`src/shared/hbg_pkg.sv`:
```
// constants, field layouts and carriers for the bridge gate control block
// assumes a 20 MHz pclk and a 32-bit apb register bus
package hbg_pkg;

  // clock and times
  localparam int unsigned CLK_HZ = 20_000_000;
  localparam int unsigned SLEEP_US = 200;
  localparam int unsigned SLEEP_CYC = (SLEEP_US * (CLK_HZ / 1_000_000));
  localparam int unsigned FULL_SLEEP_US = 1000;
  localparam int unsigned WAKE_MS = 3;
  localparam int unsigned WAKE_CYC = WAKE_MS * (CLK_HZ / 1000);
  localparam int unsigned ETO_US = 1000;
  localparam int unsigned ETO_CYC = ETO_US * (CLK_HZ / 1_000_000);
  localparam int unsigned RST_PULSE_CYC = 20;

  // register byte offsets
  localparam logic [7:0] CTRL_OFS = 8'h00;
  localparam logic [7:0] MASK_OFS = 8'h04;
  localparam logic [7:0] STATUS_OFS = 8'h08;
  localparam logic [7:0] DIAG_OFS = 8'h0C;
  localparam logic [7:0] FRESET_OFS = 8'h10;
  localparam logic [7:0] AMP_OFS = 8'h14;

  // control register fields
  localparam int CTRL_GATE_LSB = 0;
  localparam int CTRL_WD_BIT = 4;
  localparam int CTRL_GAIN_LSB = 5;
  localparam int CTRL_OFS_LSB = 8;
  localparam logic [11:0] CTRL_RESET = 12'h000;

  // status register bits
  localparam int ST_FF = 15;
  localparam int ST_POR = 14;
  localparam int ST_SE = 13;
  localparam int ST_OT = 12;
  localparam int ST_MON_LSB = 5;
  localparam int ST_BRIDGE = 4;
  localparam int MON_W = 7;
  // monitor slots: 0 tw 1 vso 2 vsu 3 vlo 4 eto 5 vro 6 vru
  localparam int MON_VLO = 3;
  localparam int MON_ETO = 4;
  localparam int DIAG_W = 13;
  localparam int MASK_W = MON_W + DIAG_W;

  // amp readback fields
  localparam int AMP_OFS_LSB = 16;

  typedef struct packed {
    logic a_hi;
    logic a_lo;
    logic b_hi;
    logic b_lo;
  } hbg_gate_t;

  typedef struct packed {
    logic ot;
    logic se;
    logic [MON_W-1:0] mon;
    logic [DIAG_W-1:0] diag;
  } hbg_fault_t;

endpackage

```
`src/logic/hbg_gate_ctrl.sv`:
```
// gate command merge, lockout, enable watchdog, sleep, fault latching, apb registers
// assumes pins and analogue monitor outputs arrive asynchronously to pclk
`timescale 1ns/1ps
`default_nettype none

module hbg_gate_ctrl
  import hbg_pkg::*;
#(
  parameter int unsigned ETO_CYCLES = ETO_CYC,
  parameter int unsigned WAKE_CYCLES = WAKE_CYC,
  parameter int unsigned SLEEP_CYCLES = SLEEP_CYC,
  parameter int unsigned RST_CYCLES = RST_PULSE_CYC
) (
  // clock and reset
  input wire logic pclk,
  input wire logic presetn,
  // apb slave
  input wire logic psel,
  input wire logic penable,
  input wire logic pwrite,
  input wire logic [7:0] paddr,
  input wire logic [31:0] pwdata,
  output logic [31:0] prdata,
  output logic pready,
  output logic pslverr,
  // direct phase pins
  input wire logic phase_a_high_in,
  input wire logic phase_a_low_in_n,
  input wire logic phase_b_high_in_n,
  input wire logic phase_b_low_in,
  input wire logic enable_in,
  input wire logic sleep_reset_n,
  // analogue monitor outputs
  input wire logic logic_pin_overvolt,
  input wire logic overtemp_in,
  input wire logic serial_error_in,
  input wire logic [MON_W-1:0] monitor_in,
  input wire logic [DIAG_W-1:0] bridge_fault_in,
  // serial status shift-out
  input wire logic serial_strobe_n,
  input wire logic serial_clk,
  output logic serial_data_out,
  // gate commands and amp settings
  output hbg_gate_t gate_out,
  output logic sleep_out,
  output logic [7:0] amp_gain_value,
  output logic [11:0] amp_offset_mv
);

  localparam int SYNC_W = 10 + MON_W + DIAG_W;
  localparam int CW = 17;

  // counters are CW bits wide, so larger counts cannot be served
  if (ETO_CYCLES < 2 || ETO_CYCLES >= (1 << CW)) begin
    $error("hbg: bad ETO_CYCLES");
  end
  if (WAKE_CYCLES < 1 || WAKE_CYCLES >= (1 << CW)) begin
    $error("hbg: bad WAKE_CYCLES");
  end
  if (RST_CYCLES < 1 || RST_CYCLES >= SLEEP_CYCLES) begin
    $error("hbg: bad RST_CYCLES");
  end
  if (SLEEP_CYCLES < 2 || SLEEP_CYCLES >= (1 << CW)) begin
    $error("hbg: bad SLEEP_CYCLES");
  end

  function automatic logic [7:0] gain_of(input logic [2:0] code);
    logic [7:0] g;
    g = 8'h0A + 8'(code) * 8'h05;
    if (code == 3'h7) g = 8'h32;
    return g;
  endfunction

  function automatic logic [11:0] offset_of(input logic [3:0] code);
    logic [11:0] v;
    unique case (code)
      4'h0, 4'h1: v = 12'h000;
      4'h2, 4'h3: v = 12'h064;
      4'h4: v = 12'h0C8;
      4'h5: v = 12'h12C;
      4'h6: v = 12'h190;
      4'h7: v = 12'h1F4;
      4'h8: v = 12'h2EE;
      default: v = 12'h3E8 + 12'(code - 4'h9) * 12'h0FA;
    endcase
    return v;
  endfunction

  // two-flop synchroniser on every pin
  // resets to idle pin levels: no false strobe fall or sleep count after reset
  localparam logic [SYNC_W-1:0] SYNC_IDLE = {4'h6, 1'b0, 1'b1, 3'h0, 1'b1,
    {(MON_W + DIAG_W){1'b0}}};
  logic [SYNC_W-1:0] sync1_q, sync2_q;
  wire logic [SYNC_W-1:0] pins = {phase_a_high_in, phase_a_low_in_n, phase_b_high_in_n,
    phase_b_low_in, enable_in, sleep_reset_n, logic_pin_overvolt, overtemp_in,
    serial_error_in, serial_strobe_n, monitor_in, bridge_fault_in};
  always_ff @(posedge pclk or negedge presetn) begin
    if (!presetn) begin
      sync1_q <= SYNC_IDLE;
      sync2_q <= SYNC_IDLE;
    end else begin
      sync1_q <= pins;
      sync2_q <= sync1_q;
    end
  end
  // shift clock kept separate so its own edge detector sees only stage two
  logic sck1_q, sck2_q, sck3_q;
  always_ff @(posedge pclk or negedge presetn) begin
    if (!presetn) begin
      sck1_q <= 1'b0;
      sck2_q <= 1'b0;
      sck3_q <= 1'b0;
    end else begin
      sck1_q <= serial_clk;
      sck2_q <= sck1_q;
      sck3_q <= sck2_q;
    end
  end

  wire logic [DIAG_W-1:0] s_diag = sync2_q[DIAG_W-1:0];
  wire logic [MON_W-1:0] s_mon = sync2_q[DIAG_W +: MON_W];
  wire logic s_strobe_n = sync2_q[DIAG_W + MON_W];
  wire logic s_se = sync2_q[DIAG_W + MON_W + 1];
  wire logic s_ot = sync2_q[DIAG_W + MON_W + 2];
  wire logic s_vlo = sync2_q[DIAG_W + MON_W + 3];
  wire logic s_rst_n = sync2_q[DIAG_W + MON_W + 4];
  wire logic s_en = sync2_q[DIAG_W + MON_W + 5];
  wire hbg_gate_t s_pin = '{a_hi: sync2_q[SYNC_W-1], a_lo: ~sync2_q[SYNC_W-2],
    b_hi: ~sync2_q[SYNC_W-3], b_lo: sync2_q[SYNC_W-4]};

  // registers
  logic [11:0] ctrl_q;
  logic [MASK_W-1:0] mask_q;
  hbg_fault_t bits_q, bits_d;
  logic por_q, bridge_lat_q;
  logic pready_q, pslverr_q;
  logic [31:0] prdata_q;

  // apb decode
  wire logic setup = psel && !penable;
  wire logic acc_wr = psel && penable && pready_q && pwrite;
  wire logic hit_ctrl = paddr == CTRL_OFS;
  wire logic hit_mask = paddr == MASK_OFS;
  wire logic hit_stat = paddr == STATUS_OFS;
  wire logic hit_diag = paddr == DIAG_OFS;
  wire logic hit_frst = paddr == FRESET_OFS;
  wire logic hit_amp = paddr == AMP_OFS;
  wire logic mapped = hit_ctrl | hit_mask | hit_stat | hit_diag | hit_frst | hit_amp;
  wire logic fault_reset = acc_wr && hit_frst;

  wire hbg_gate_t c_req = ctrl_q[CTRL_GATE_LSB +: 4];
  wire logic wd_on = ctrl_q[CTRL_WD_BIT];
  wire logic [2:0] gain_code = ctrl_q[CTRL_GAIN_LSB +: 3];
  wire logic [3:0] ofs_code = ctrl_q[CTRL_OFS_LSB +: 4];

  // status image
  wire logic any_fault = por_q | bits_q.se | bits_q.ot | (|bits_q.mon) | (|bits_q.diag);
  wire logic [15:0] status = {any_fault, por_q, bits_q.se, bits_q.ot,
    bits_q.mon, |bits_q.diag, 4'h0};

  // sleep and reset pulse timing
  logic [CW-1:0] low_cnt_q, wake_cnt_q;
  // wake counter holds the gates off while the charge pump settles
  logic sleep_q, wake_q;
  wire logic low_end = s_rst_n && low_cnt_q != '0;
  wire logic wake_now = low_end && sleep_q;
  wire logic pulse_clr = low_end && !sleep_q && low_cnt_q >= CW'(RST_CYCLES);

  always_ff @(posedge pclk or negedge presetn) begin
    if (!presetn) begin
      low_cnt_q <= '0;
      sleep_q <= 1'b0;
      wake_q <= 1'b0;
      wake_cnt_q <= '0;
    end else begin
      low_cnt_q <= s_rst_n ? '0 : (low_cnt_q == CW'(SLEEP_CYCLES) ? low_cnt_q : low_cnt_q + 1'b1);
      if (!s_rst_n && low_cnt_q == CW'(SLEEP_CYCLES)) sleep_q <= 1'b1;
      else if (s_rst_n) sleep_q <= 1'b0;
      if (wake_now) begin
        wake_q <= 1'b1;
        wake_cnt_q <= CW'(WAKE_CYCLES);
      end else if (wake_q) begin
        wake_cnt_q <= wake_cnt_q - 1'b1;
        if (wake_cnt_q == CW'(1)) wake_q <= 1'b0;
      end
    end
  end

  // enable watchdog
  logic en_prev_q, wd_act_q, eto_ev_q;
  logic [CW-1:0] wd_cnt_q;
  // in watchdog mode the outputs stay off until the next enable change
  wire logic en_edge = s_en != en_prev_q;
  always_ff @(posedge pclk or negedge presetn) begin
    if (!presetn) begin
      en_prev_q <= 1'b0;
      wd_act_q <= 1'b0;
      wd_cnt_q <= '0;
      eto_ev_q <= 1'b0;
    end else begin
      en_prev_q <= s_en;
      eto_ev_q <= 1'b0;
      if (!wd_on) begin
        wd_act_q <= 1'b0;
        wd_cnt_q <= '0;
      end else if (en_edge) begin
        wd_act_q <= 1'b1;
        wd_cnt_q <= CW'(ETO_CYCLES);
      end else if (wd_act_q) begin
        wd_cnt_q <= wd_cnt_q - 1'b1;
        if (wd_cnt_q == CW'(1)) begin
          wd_act_q <= 1'b0;
          eto_ev_q <= 1'b1;
        end
      end
    end
  end

  // fault bits: set wins over clear; masked monitors never set
  wire logic [MON_W-1:0] mon_ev = {s_mon[MON_W-1:MON_ETO+1], s_mon[MON_ETO] | eto_ev_q,
    s_mon[MON_VLO] | s_vlo, s_mon[MON_VLO-1:0]};
  wire logic [MON_W-1:0] mon_set = mon_ev & ~mask_q[DIAG_W +: MON_W];
  wire logic [DIAG_W-1:0] diag_set = s_diag & ~mask_q[DIAG_W-1:0];
  // limitation: a masked bridge fault neither sets its bit nor latches outputs off
  wire logic clr_bits = fault_reset || wake_now;
  always_comb begin
    bits_d = clr_bits ? '0 : bits_q;
    bits_d.ot = bits_d.ot | s_ot;
    bits_d.se = bits_d.se | s_se;
    bits_d.mon = bits_d.mon | mon_set;
    bits_d.diag = bits_d.diag | diag_set;
  end

  always_ff @(posedge pclk or negedge presetn) begin
    if (!presetn) begin
      bits_q <= '0;
      por_q <= 1'b1;
      bridge_lat_q <= 1'b0;
    end else begin
      bits_q <= bits_d;
      if (clr_bits) por_q <= 1'b0;
      // latched output-off state from bridge faults, separate from the bits
      if (|diag_set) bridge_lat_q <= 1'b1;
      else if (pulse_clr || wake_now) bridge_lat_q <= 1'b0;
    end
  end

  // gate path: merge, lockout, then enable last
  wire hbg_gate_t req = s_pin | c_req;
  wire logic a_ok = !(req.a_hi && req.a_lo);
  wire logic b_ok = !(req.b_hi && req.b_lo);
  // lockout is purely combinational, so no per-phase timing state exists
  wire hbg_gate_t locked = '{a_hi: req.a_hi & a_ok, a_lo: req.a_lo & a_ok,
    b_hi: req.b_hi & b_ok, b_lo: req.b_lo & b_ok};
  wire logic run_ok = !sleep_q && !wake_q && !bridge_lat_q;
  wire logic en_gate = s_en && (!wd_on || wd_act_q);
  always_ff @(posedge pclk or negedge presetn) begin
    if (!presetn) begin
      gate_out <= '0;
      sleep_out <= 1'b0;
    end else begin
      gate_out <= (en_gate && run_ok) ? locked : '0;
      sleep_out <= sleep_q;
    end
  end

  // serial status shift-out
  logic [15:0] shift_q;
  logic strobe_prev_q;
  wire logic strobe_fall = strobe_prev_q && !s_strobe_n;
  wire logic sck_rise = sck2_q && !sck3_q;
  always_ff @(posedge pclk or negedge presetn) begin
    if (!presetn) begin
      shift_q <= '0;
      strobe_prev_q <= 1'b1;
      serial_data_out <= 1'b0;
    end else begin
      strobe_prev_q <= s_strobe_n;
      if (strobe_fall || acc_wr) shift_q <= status;
      else if (!s_strobe_n && sck_rise) shift_q <= {shift_q[14:0], 1'b0};
      serial_data_out <= strobe_fall ? status[ST_FF] : shift_q[15];
    end
  end

  // apb slave: no wait state; read data is registered in the setup phase so it comes from a flop
  // writes to read-only registers are ignored without an error
  wire logic [31:0] rd_mux = hit_ctrl ? {20'h0, ctrl_q} :
    hit_mask ? {{(32 - MASK_W){1'b0}}, mask_q} :
    hit_stat ? {16'h0, status} :
    hit_diag ? {{(32 - DIAG_W){1'b0}}, bits_q.diag} :
    hit_amp ? {4'h0, amp_offset_mv, 8'h0, amp_gain_value} : 32'h0;
  always_ff @(posedge pclk or negedge presetn) begin
    if (!presetn) begin
      ctrl_q <= CTRL_RESET;
      mask_q <= '0;
      pready_q <= 1'b0;
      pslverr_q <= 1'b0;
      prdata_q <= '0;
      amp_gain_value <= 8'h0A;
      amp_offset_mv <= 12'h000;
    end else begin
      pready_q <= setup;
      pslverr_q <= setup && !mapped;
      if (setup) prdata_q <= pwrite ? 32'h0 : rd_mux;
      if (wake_now) ctrl_q <= CTRL_RESET;
      else if (acc_wr && hit_ctrl) ctrl_q <= pwdata[11:0];
      if (acc_wr && hit_mask) mask_q <= pwdata[MASK_W-1:0];
      amp_gain_value <= gain_of(gain_code);
      amp_offset_mv <= offset_of(ofs_code);
    end
  end
  assign pready = pready_q;
  assign pslverr = pslverr_q;
  assign prdata = prdata_q;

endmodule

`default_nettype wire

```
`config.mk`:
```
export PLATFORM = sky130hd
export DESIGN_NAME = hbg_gate_ctrl
export DESIGN_NICKNAME = d
export VERILOG_FILES = /design/src/shared/hbg_pkg.sv /design/src/logic/hbg_gate_ctrl.sv
export SDC_FILE = /design/constraint.sdc
export NUM_CORES = 1
export LEC_CHECK = 0
export BUFFER_PORTS_ARGS = -buffer_cell sky130_fd_sc_hd__buf_4
export CAP_MARGIN = 5
export CORE_MARGIN = 1
export CORE_UTILIZATION = 34
export DETAILED_ROUTE_END_ITERATION = 6
export SYNTH_ARGS = -nofsm -noshare
export SYNTH_HDL_FRONTEND = slang
export SYNTH_SLANG_ARGS = --single-unit
```
`constraint.sdc`:
```
create_clock -name pclk -period 8.9 [get_ports pclk]
set_clock_uncertainty 0.15 [all_clocks]
set_input_delay 1.335 -clock pclk [delete_from_list [all_inputs] [get_ports pclk]]
set_output_delay 1.335 -clock pclk [all_outputs]
set_load 0.005 [all_outputs]
```
==> flow_results.xml, run 1 <==
<?xml version="1.0" encoding="UTF-8"?>
<metrics>
  <group name="outcome">
    <metric name="result_of_the_run" unit="">complete, no violations</metric>
  </group>
  <group name="synth">
    <metric name="ys_seq_elements" unit="">242</metric>
    <metric name="synth-seq-area-share" unit="%">55.4</metric>
    <metric name="dominantRegCellSynth" unit="">sky130_fd_sc_hd__dfrtp_1</metric>
    <metric name="synth-edff-count" unit="">0</metric>
    <metric name="synth.cell_area" unit="mm²">0.0110</metric>
    <metric name="post_synth.cell_area_avg" unit="µm²">11.1</metric>
    <metric name="postSynthCellCount" unit="">991</metric>
    <metric name="yosys_warnings" unit="">0</metric>
    <metric name="synthArstFlopShare" unit="%">100</metric>
    <metric name="synth_cell_types" unit="">71</metric>
  </group>
  <group name="critical_path">
    <metric name="cp_slowest_cell" unit="">sky130_fd_sc_hd__xor2_1</metric>
    <metric name="crit_arrival" unit="ns">5.74</metric>
    <metric name="crit_required" unit="ns">9.20</metric>
    <metric name="startpoint_type" unit="">register</metric>
    <metric name="critPathMaxStageDelay" unit="ns">0.55</metric>
    <metric name="timing.critical_path.to_type" unit="">register</metric>
    <metric name="worst-setup-path-type" unit="">register to register</metric>
    <metric name="timing.critical_path.cells" unit="">inv_1, ha_1, xor2_1, ha_1, ha_1, inv_1, fa_1, fa_1, inv_1, ha_1, or2_2, a311oi_1, mux2i_1, a211o_1, a211o_1, nand2_1</metric>
    <metric name="path_common_cell" unit="">sky130_fd_sc_hd__ha_1</metric>
    <metric name="crit_fanout" unit="">9</metric>
  </group>
  <group name="clock_tree">
    <metric name="htree_levels" unit="">1</metric>
    <metric name="clock_tree.root_cell" unit="">sky130_fd_sc_hd__clkbuf_16</metric>
    <metric name="cts.path.max_buffers" unit="">3</metric>
    <metric name="cts_buffers" unit="">26</metric>
    <metric name="clock-sinks" unit="">242</metric>
    <metric name="cts.clk_slew.worst_paths" unit="ns">0.06</metric>
    <metric name="post_cts_buffers" unit="">0</metric>
    <metric name="tritoncts" unit="">yes</metric>
    <metric name="post_cts_hold_buffer_count" unit="">0</metric>
    <metric name="post_cts.resized_instances" unit="">0</metric>
    <metric name="clock_insertion_delay_worst_skew" unit="ns">0.52</metric>
  </group>
  <group name="hold_path">
    <metric name="type_of_the_most_critical_hold_path" unit="">register to register</metric>
  </group>
  <group name="global_routing">
    <metric name="grt_util_all_layers" unit="%">15.5</metric>
    <metric name="initial_antenna_violation_count" unit="">0</metric>
    <metric name="grt-ovfl-total" unit="">0</metric>
    <metric name="grt_pass1_vias" unit="">7606</metric>
    <metric name="maximum_number_of_pins_on_one_net_before_global_route_repair" unit="">95</metric>
    <metric name="grt_first_pass_wirelength" unit="µm">40800</metric>
  </group>
  <group name="sta">
    <metric name="timing_worst_slew_pin_value" unit="ns">1.13</metric>
    <metric name="grt_setup_unrepaired" unit="">no</metric>
    <metric name="worst_slack" unit="ns">3.46</metric>
    <metric name="setup-violations-final" unit="">0</metric>
    <metric name="hold_violations" unit="">0</metric>
    <metric name="period_needed" unit="ns">5.44</metric>
    <metric name="relSlewSlack" unit="%">24.1</metric>
    <metric name="timing.hold.ws" unit="ns">0.197</metric>
    <metric name="maxSlewViolCount" unit="">0</metric>
    <metric name="max_clock_freq" unit="GHz">0.184</metric>
    <metric name="period_share" unit="%">61.1</metric>
    <metric name="totalNegativeSetupSlack" unit="ns">0</metric>
  </group>
  <group name="route">
    <metric name="detailedRoute.firstPassIterationCount" unit="">5</metric>
    <metric name="routed_via_density" unit="">4.94</metric>
    <metric name="route.detailed.drc" unit="">0</metric>
    <metric name="drt_iter0_markers" unit="">433</metric>
    <metric name="drt-wirelength-per-cell" unit="µm">16.5</metric>
    <metric name="antenna_left" unit="">0</metric>
    <metric name="drt_wl_total" unit="µm">25200</metric>
    <metric name="via_count" unit="">7557</metric>
  </group>
  <group name="floorplan">
    <metric name="fp-row-count" unit="">65</metric>
    <metric name="start_util" unit="%">34.7</metric>
    <metric name="io_pins" unit="">136</metric>
    <metric name="die_w" unit="µm">182</metric>
    <metric name="fp.coreArea" unit="mm²">0.0316</metric>
    <metric name="die_area" unit="mm²">0.0330</metric>
    <metric name="fp.dieH" unit="µm">182</metric>
  </group>
  <group name="finish">
    <metric name="layout.nets" unit="">1236</metric>
    <metric name="final_layout_size_suffix_gt1_share" unit="%">20.4</metric>
    <metric name="layout.cells.most_common" unit="">sky130_fd_sc_hd__dfrtp_1</metric>
    <metric name="diodes" unit="">0</metric>
    <metric name="final_core_utilization" unit="%">41.5</metric>
    <metric name="layout-area-overhead-vs-synth" unit="%">19.8</metric>
    <metric name="post_layout_nonfiller_instances" unit="">1531</metric>
    <metric name="layout_common_cells" unit="">sky130_fd_sc_hd__dfrtp_1, sky130_fd_sc_hd__nand2_1, sky130_fd_sc_hd__buf_4, sky130_fd_sc_hd__nor2_1, sky130_fd_sc_hd__inv_1</metric>
  </group>
  <group name="placement">
    <metric name="detailedPlacementHpwl" unit="µm">18100</metric>
    <metric name="io_port_bufs" unit="">117</metric>
    <metric name="gpl.final_weighted_congestion" unit="">0.795</metric>
    <metric name="numPlacedInstances" unit="">1483</metric>
    <metric name="placement.setup.worst_slack" unit="ns">3.44</metric>
  </group>
  <group name="run">
    <metric name="timing.max_cap.violations" unit="">0</metric>
  </group>
  <group name="power">
    <metric name="ir_drop" unit="µV">120</metric>
    <metric name="pwr_density_cell" unit="mW/mm²">183</metric>
    <metric name="leakage" unit="nW">6.16</metric>
  </group>
</metrics>
cell families (layout without fill, tap and decap cells):
logic type               after synthesis  count (layout)  share of synthesized area [%]
adder cells (fa/ha/maj)               51              51                           6.57
multiplexers                          40              40                           4.24
AO/OA/AOI/OAI                        174             174                           10.9
XOR/XNOR                              64              64                           5.11
AND/OR/NAND/NOR                      328             328                           14.3
flip-flops                           242             242                           55.4
buffers and inverters                 91             224                           3.49
other                                  1               6                         0.0342
worst paths after layout:
check	slack (ns)	cells past startpoint	from	end
setup / recovery	3.46	16	ctrl_q[8]$_DFFE_PN0P_	amp_offset_mv[11]$_DFF_PN0_
hold / removal	0.20	0	sync1_q[18]$_DFF_PN0_	sync2_q[18]$_DFF_PN0_
setup reg to reg	3.46	16	ctrl_q[8]$_DFFE_PN0P_	amp_offset_mv[11]$_DFF_PN0_
hold reg to reg	0.20	0	sync1_q[18]$_DFF_PN0_	sync2_q[18]$_DFF_PN0_
max in group asynchronous	6.48	2	presetn	sync1_q[10]$_DFF_PN0_
min in group asynchronous	0.67	1	presetn	low_cnt_q[6]$_DFFE_PN0N_
Yosys cell counts, types with 19 or more instances:
| master | n | area (µm²) |
|---|---|---|
| sky130_fd_sc_hd__inv_1 | 53 | 199 |
| sky130_fd_sc_hd__nor2_1 | 68 | 255 |
| sky130_fd_sc_hd__o21ai_0 | 41 | 205 |
| sky130_fd_sc_hd__mux2_2 | 22 | 248 |
| sky130_fd_sc_hd__nor3_1 | 19 | 95.1 |
| sky130_fd_sc_hd__a21oi_1 | 38 | 190 |
| sky130_fd_sc_hd__clkbuf_1 | 24 | 90.1 |
| sky130_fd_sc_hd__xnor2_1 | 32 | 280 |
| sky130_fd_sc_hd__dfrtp_1 | 230 | 5760 |
| sky130_fd_sc_hd__ha_1 | 40 | 500 |
| sky130_fd_sc_hd__xor2_1 | 32 | 280 |
| sky130_fd_sc_hd__nor2b_1 | 23 | 144 |
| sky130_fd_sc_hd__nand2_1 | 124 | 465 |
per-layer routing:
layer | wire [µm] | vias to the layer above | GRT usage, %
met4 | 730 | 0 | 5.05
met2 | 11800 | 166 | 24.8
met3 | 1140 | 42 | 2.37
met1 | 11600 | 3707 | 21.6
li1 | - | 3642 | -
met5 | 0 | - | 0
flip-flops by register name, indices dropped and copies added (netlist names), 4 cells and up:
register	count
low_cnt_q	17
amp_offset_mv	11
wd_cnt_q	17
wake_cnt_q	17
sync1_q	30
sync2_q	30
mask_q	20
ctrl_q	12
shift_q	12
amp_gain_value	7
prdata	28
gate_out	4
bits_q	22
report_power, final:
group / switching, W / internal (W)
sequential: 0.0000147 / 0.00113
combinational: 0.0000869 / 0.0000632
clock: 0.000429 / 0.000681
final cells by class:
cell class	instances	area [µm²]
fill	3001	18500
sequential	242	6070
multi-input combinational	663	4540
timing repair buffer	122	923
clock buffer	35	756
tap	402	503
inverter	54	203
clock inverter	13	143
per-stage QoR:
stage,area [µm²],total power [W]
6_report,13100,0.00240
5_1_grt,13100,0.00250
4_1_cts,13100,0.00243
3_5_place_dp,12200,0.00132
3_3_place_gp,12200,0.00131
2_1_floorplan,11000,0.00124
critical path, delay by kind of cell (launching register included):
family | cells | cell delay, ns
adders and majority gates | 6 | 2.27
AOI/OAI and AO/OA | 3 | 1.03
xor gates and xnor gates | 1 | 0.55
DFF | 1 | 0.52
and+or+nand+nor | 2 | 0.39
buffers and inverters | 3 | 0.28
muxes | 1 | 0.18
Note: power is estimated with default switching activity, not from simulation.
==> run 2: changes to the inputs <==
ABC_AREA = 1   (was unset)
clock period = 5.1 ns   (was 8.9 ns; I/O delays follow)
==> run 2 against run 1 <==
Net effect:
- cell area is 3.2% higher
- final cell count is 22% higher
- total power is 74% higher
- largest power group unchanged
==> flow_results.xml, run 2 <==
<?xml version="1.0" encoding="UTF-8"?>
<metrics>
  <group name="hold_path">
    <metric name="type_of_the_most_critical_hold_path" unit="">input port to asynchronous set/reset pin</metric>
  </group>
  <group name="finish">
    <metric name="diodes" unit="">0</metric>
    <metric name="fill_cells" unit="">3234</metric>
    <metric name="final_layout_size_suffix_gt1_share" unit="%">14.1</metric>
    <metric name="layout.nets" unit="">1536</metric>
    <metric name="post_layout_nonfiller_instances" unit="">1867</metric>
    <metric name="layout.cells.most_common" unit="">sky130_fd_sc_hd__nand2_1</metric>
    <metric name="layout-area-overhead-vs-synth" unit="%">18.7</metric>
    <metric name="layout_common_cells" unit="">sky130_fd_sc_hd__nand2_1, sky130_fd_sc_hd__dfrtp_1, sky130_fd_sc_hd__inv_1, sky130_fd_sc_hd__nor2_1, sky130_fd_sc_hd__buf_4</metric>
    <metric name="final-seq-area" unit="mm²">0.00607</metric>
    <metric name="area_taken_by_multi_input_logic_gates" unit="mm²">0.00446</metric>
  </group>
  <group name="critical_path">
    <metric name="crit_required" unit="ns">5.35</metric>
    <metric name="cp_slowest_cell" unit="">sky130_fd_sc_hd__fa_1</metric>
    <metric name="critPathBufInv" unit="">4</metric>
    <metric name="crit_fanout" unit="">7</metric>
    <metric name="crit_arrival" unit="ns">4.98</metric>
    <metric name="cp_top_family" unit="">adder cells</metric>
    <metric name="startpoint_type" unit="">register</metric>
    <metric name="critPathMaxStageDelay" unit="ns">0.53</metric>
    <metric name="path_common_cell" unit="">sky130_fd_sc_hd__nand2_1</metric>
    <metric name="timing.critical_path.cells" unit="">inv_1, ha_1, nand2_1, nand2_1, xor2_1, inv_1, ha_1, ha_1, fa_1, inv_1, fa_1, inv_1, ha_1, a21oi_1, nor2_1, nor2_1, nand2_1, nand2_1, nand2_1, a21oi_1, nor2_1</metric>
    <metric name="worst-setup-path-type" unit="">register to register</metric>
    <metric name="timing.critical_path.to_type" unit="">register</metric>
  </group>
  <group name="global_routing">
    <metric name="grt-ovfl-total" unit="">0</metric>
    <metric name="grt_pass1_vias" unit="">8596</metric>
    <metric name="grt_first_pass_wirelength" unit="µm">43800</metric>
    <metric name="maximum_number_of_pins_on_one_net_before_global_route_repair" unit="">131</metric>
    <metric name="grt_util_all_layers" unit="%">16.1</metric>
    <metric name="initial_antenna_violation_count" unit="">0</metric>
  </group>
  <group name="synth">
    <metric name="yosys_warnings" unit="">0</metric>
    <metric name="ys_top_cells_by_area" unit="">sky130_fd_sc_hd__dfrtp_1, sky130_fd_sc_hd__nand2_1, sky130_fd_sc_hd__inv_1, sky130_fd_sc_hd__ha_1, sky130_fd_sc_hd__nor2_1</metric>
    <metric name="post_synth_most_frequent_cells" unit="">sky130_fd_sc_hd__nand2_1, sky130_fd_sc_hd__dfrtp_1, sky130_fd_sc_hd__inv_1</metric>
    <metric name="synth-edff-count" unit="">0</metric>
    <metric name="post-synth-top-count-cell" unit="">sky130_fd_sc_hd__nand2_1</metric>
    <metric name="synth_largest_area_cell" unit="">sky130_fd_sc_hd__dfrtp_1</metric>
    <metric name="post_synth.cell_area_avg" unit="µm²">8.90</metric>
    <metric name="ys_seq_elements" unit="">242</metric>
    <metric name="synth_cell_types" unit="">52</metric>
    <metric name="synth_top_area_share" unit="%">50.4</metric>
    <metric name="synth-seq-area-share" unit="%">53.1</metric>
    <metric name="postSynthCellCount" unit="">1284</metric>
    <metric name="dominantRegCellSynth" unit="">sky130_fd_sc_hd__dfrtp_1</metric>
    <metric name="synthArstFlopShare" unit="%">100</metric>
    <metric name="synth.cell_area" unit="mm²">0.0114</metric>
  </group>
  <group name="clock_tree">
    <metric name="clock-sinks" unit="">242</metric>
    <metric name="clock_tree.root_cell" unit="">sky130_fd_sc_hd__clkbuf_16</metric>
    <metric name="cts.path.max_buffers" unit="">3</metric>
    <metric name="htree_levels" unit="">1</metric>
    <metric name="post_cts_buffers" unit="">0</metric>
    <metric name="post_cts_hold_buffer_count" unit="">0</metric>
    <metric name="tritoncts" unit="">yes</metric>
    <metric name="cts_buffers" unit="">25</metric>
    <metric name="post_cts.resized_instances" unit="">0</metric>
    <metric name="cts.clk_slew.worst_paths" unit="ns">0.06</metric>
    <metric name="clock_insertion_delay_worst_skew" unit="ns">0.53</metric>
  </group>
  <group name="run">
    <metric name="timing.max_cap.violations" unit="">0</metric>
  </group>
  <group name="sta">
    <metric name="period_share" unit="%">92.8</metric>
    <metric name="maxSlewViolCount" unit="">0</metric>
    <metric name="relSlewSlack" unit="%">32.0</metric>
    <metric name="grt_setup_unrepaired" unit="">no</metric>
    <metric name="timing_worst_slew_pin_value" unit="ns">1.02</metric>
    <metric name="hold_violations" unit="">0</metric>
    <metric name="max_clock_freq" unit="GHz">0.211</metric>
    <metric name="totalNegativeSetupSlack" unit="ns">0</metric>
    <metric name="period_needed" unit="ns">4.73</metric>
    <metric name="setup-violations-final" unit="">0</metric>
  </group>
  <group name="power">
    <metric name="leakage" unit="nW">7.12</metric>
    <metric name="power" unit="W">0.00418</metric>
    <metric name="pwr_density_cell" unit="mW/mm²">308</metric>
    <metric name="ir_drop" unit="µV">308</metric>
  </group>
  <group name="placement">
    <metric name="numPlacedInstances" unit="">1824</metric>
    <metric name="io_port_bufs" unit="">117</metric>
    <metric name="detailedPlacementHpwl" unit="µm">19900</metric>
    <metric name="gpl.final_weighted_congestion" unit="">0.839</metric>
  </group>
  <group name="outcome">
    <metric name="result_of_the_run" unit="">complete, no violations</metric>
  </group>
  <group name="floorplan">
    <metric name="fp.coreArea" unit="mm²">0.0328</metric>
    <metric name="die_w" unit="µm">185</metric>
    <metric name="start_util" unit="%">34.8</metric>
    <metric name="io_pins" unit="">136</metric>
    <metric name="die_area" unit="mm²">0.0343</metric>
    <metric name="fp.dieH" unit="µm">185</metric>
    <metric name="fp-row-count" unit="">66</metric>
  </group>
  <group name="route">
    <metric name="antenna_left" unit="">0</metric>
    <metric name="drt_wl_total" unit="µm">27100</metric>
    <metric name="via_count" unit="">8828</metric>
    <metric name="drt_iter0_markers" unit="">570</metric>
    <metric name="drt-wirelength-per-cell" unit="µm">14.5</metric>
    <metric name="routed_via_density" unit="">4.73</metric>
    <metric name="detailedRoute.firstPassIterationCount" unit="">5</metric>
    <metric name="route.detailed.drc" unit="">0</metric>
  </group>
</metrics>
[run 2: final cells by class]
class,instances,share of cell area (%)
flip-flops and latches,242,44.8
repair buffers,121,6.84
inverters,192,5.37
well taps,442,4.08
clock buffers,38,5.64
clock inverters,5,0.415
multi-input cells,827,32.9
[run 2: layer usage]
metal	share of wire (%)	global-route usage, %	routed length, µm	vias up
met4	2.2	3.97	587	0
met3	4.8	2.58	1300	36
li1	-	-	-	4383
met5	0	0	0	-
met1	46	22.0	12500	4211
met2	47	26.4	12700	198
[run 2: power by group]
part | total [W] | switching [W] | internal, W | leakage [nW]
Combinational | 0.000360 | 0.000222 | 0.000138 | 3.75
Sequential | 0.00200 | 0.0000267 | 0.00197 | 2.97
Clock | 0.00181 | 0.000737 | 0.00108 | 0.404
[run 2: kinds of logic after synthesis]
group / count (synthesis) / synth area share (%)
other: 1 / 0.0328
adder cells (fa/ha/maj): 51 / 6.31
AO/OA/AOI/OAI: 192 / 9.66
multiplexers: 2 / 0.263
flip-flops: 242 / 53.1
XOR/XNOR: 23 / 1.76
AND/OR/NAND/NOR: 553 / 20.9
buffers and inverters: 220 / 7.95
[run 2: final timing paths]
kind	start	end	slack, ns	depth (start not counted)
max in group asynchronous	presetn	sync1_q[20]$_DFF_PN1_	3.44	2
min	presetn	low_cnt_q[10]$_DFFE_PN0N_	0.14	1
max	ctrl_q[9]$_DFFE_PN0P_	amp_offset_mv[11]$_DFF_PN0_	0.37	21
max reg2reg	ctrl_q[9]$_DFFE_PN0P_	amp_offset_mv[11]$_DFF_PN0_	0.37	21
min reg2reg	sync1_q[10]$_DFF_PN0_	sync2_q[10]$_DFF_PN0_	0.20	0
min in group pclk	phase_a_low_in_n	sync1_q[28]$_DFF_PN1_	0.19	1
[run 2: per-stage QoR]
stage | instance area [µm²] | worst slack, ns | utilization (%) | hold slack [ns]
finish | 13600 | 0.369 | 41.4 | 0.139
global route | 13600 | 0.00118 | 41.4 | 0.181
CTS | 13600 | 0.355 | 41.4 | 0.177
detailed placement | 12700 | 0.372 | 38.9 | 0.186
global placement | 12700 | 0.411 | 38.9 | 0.184
floorplan | 11400 | 0.709 | - | 0.181
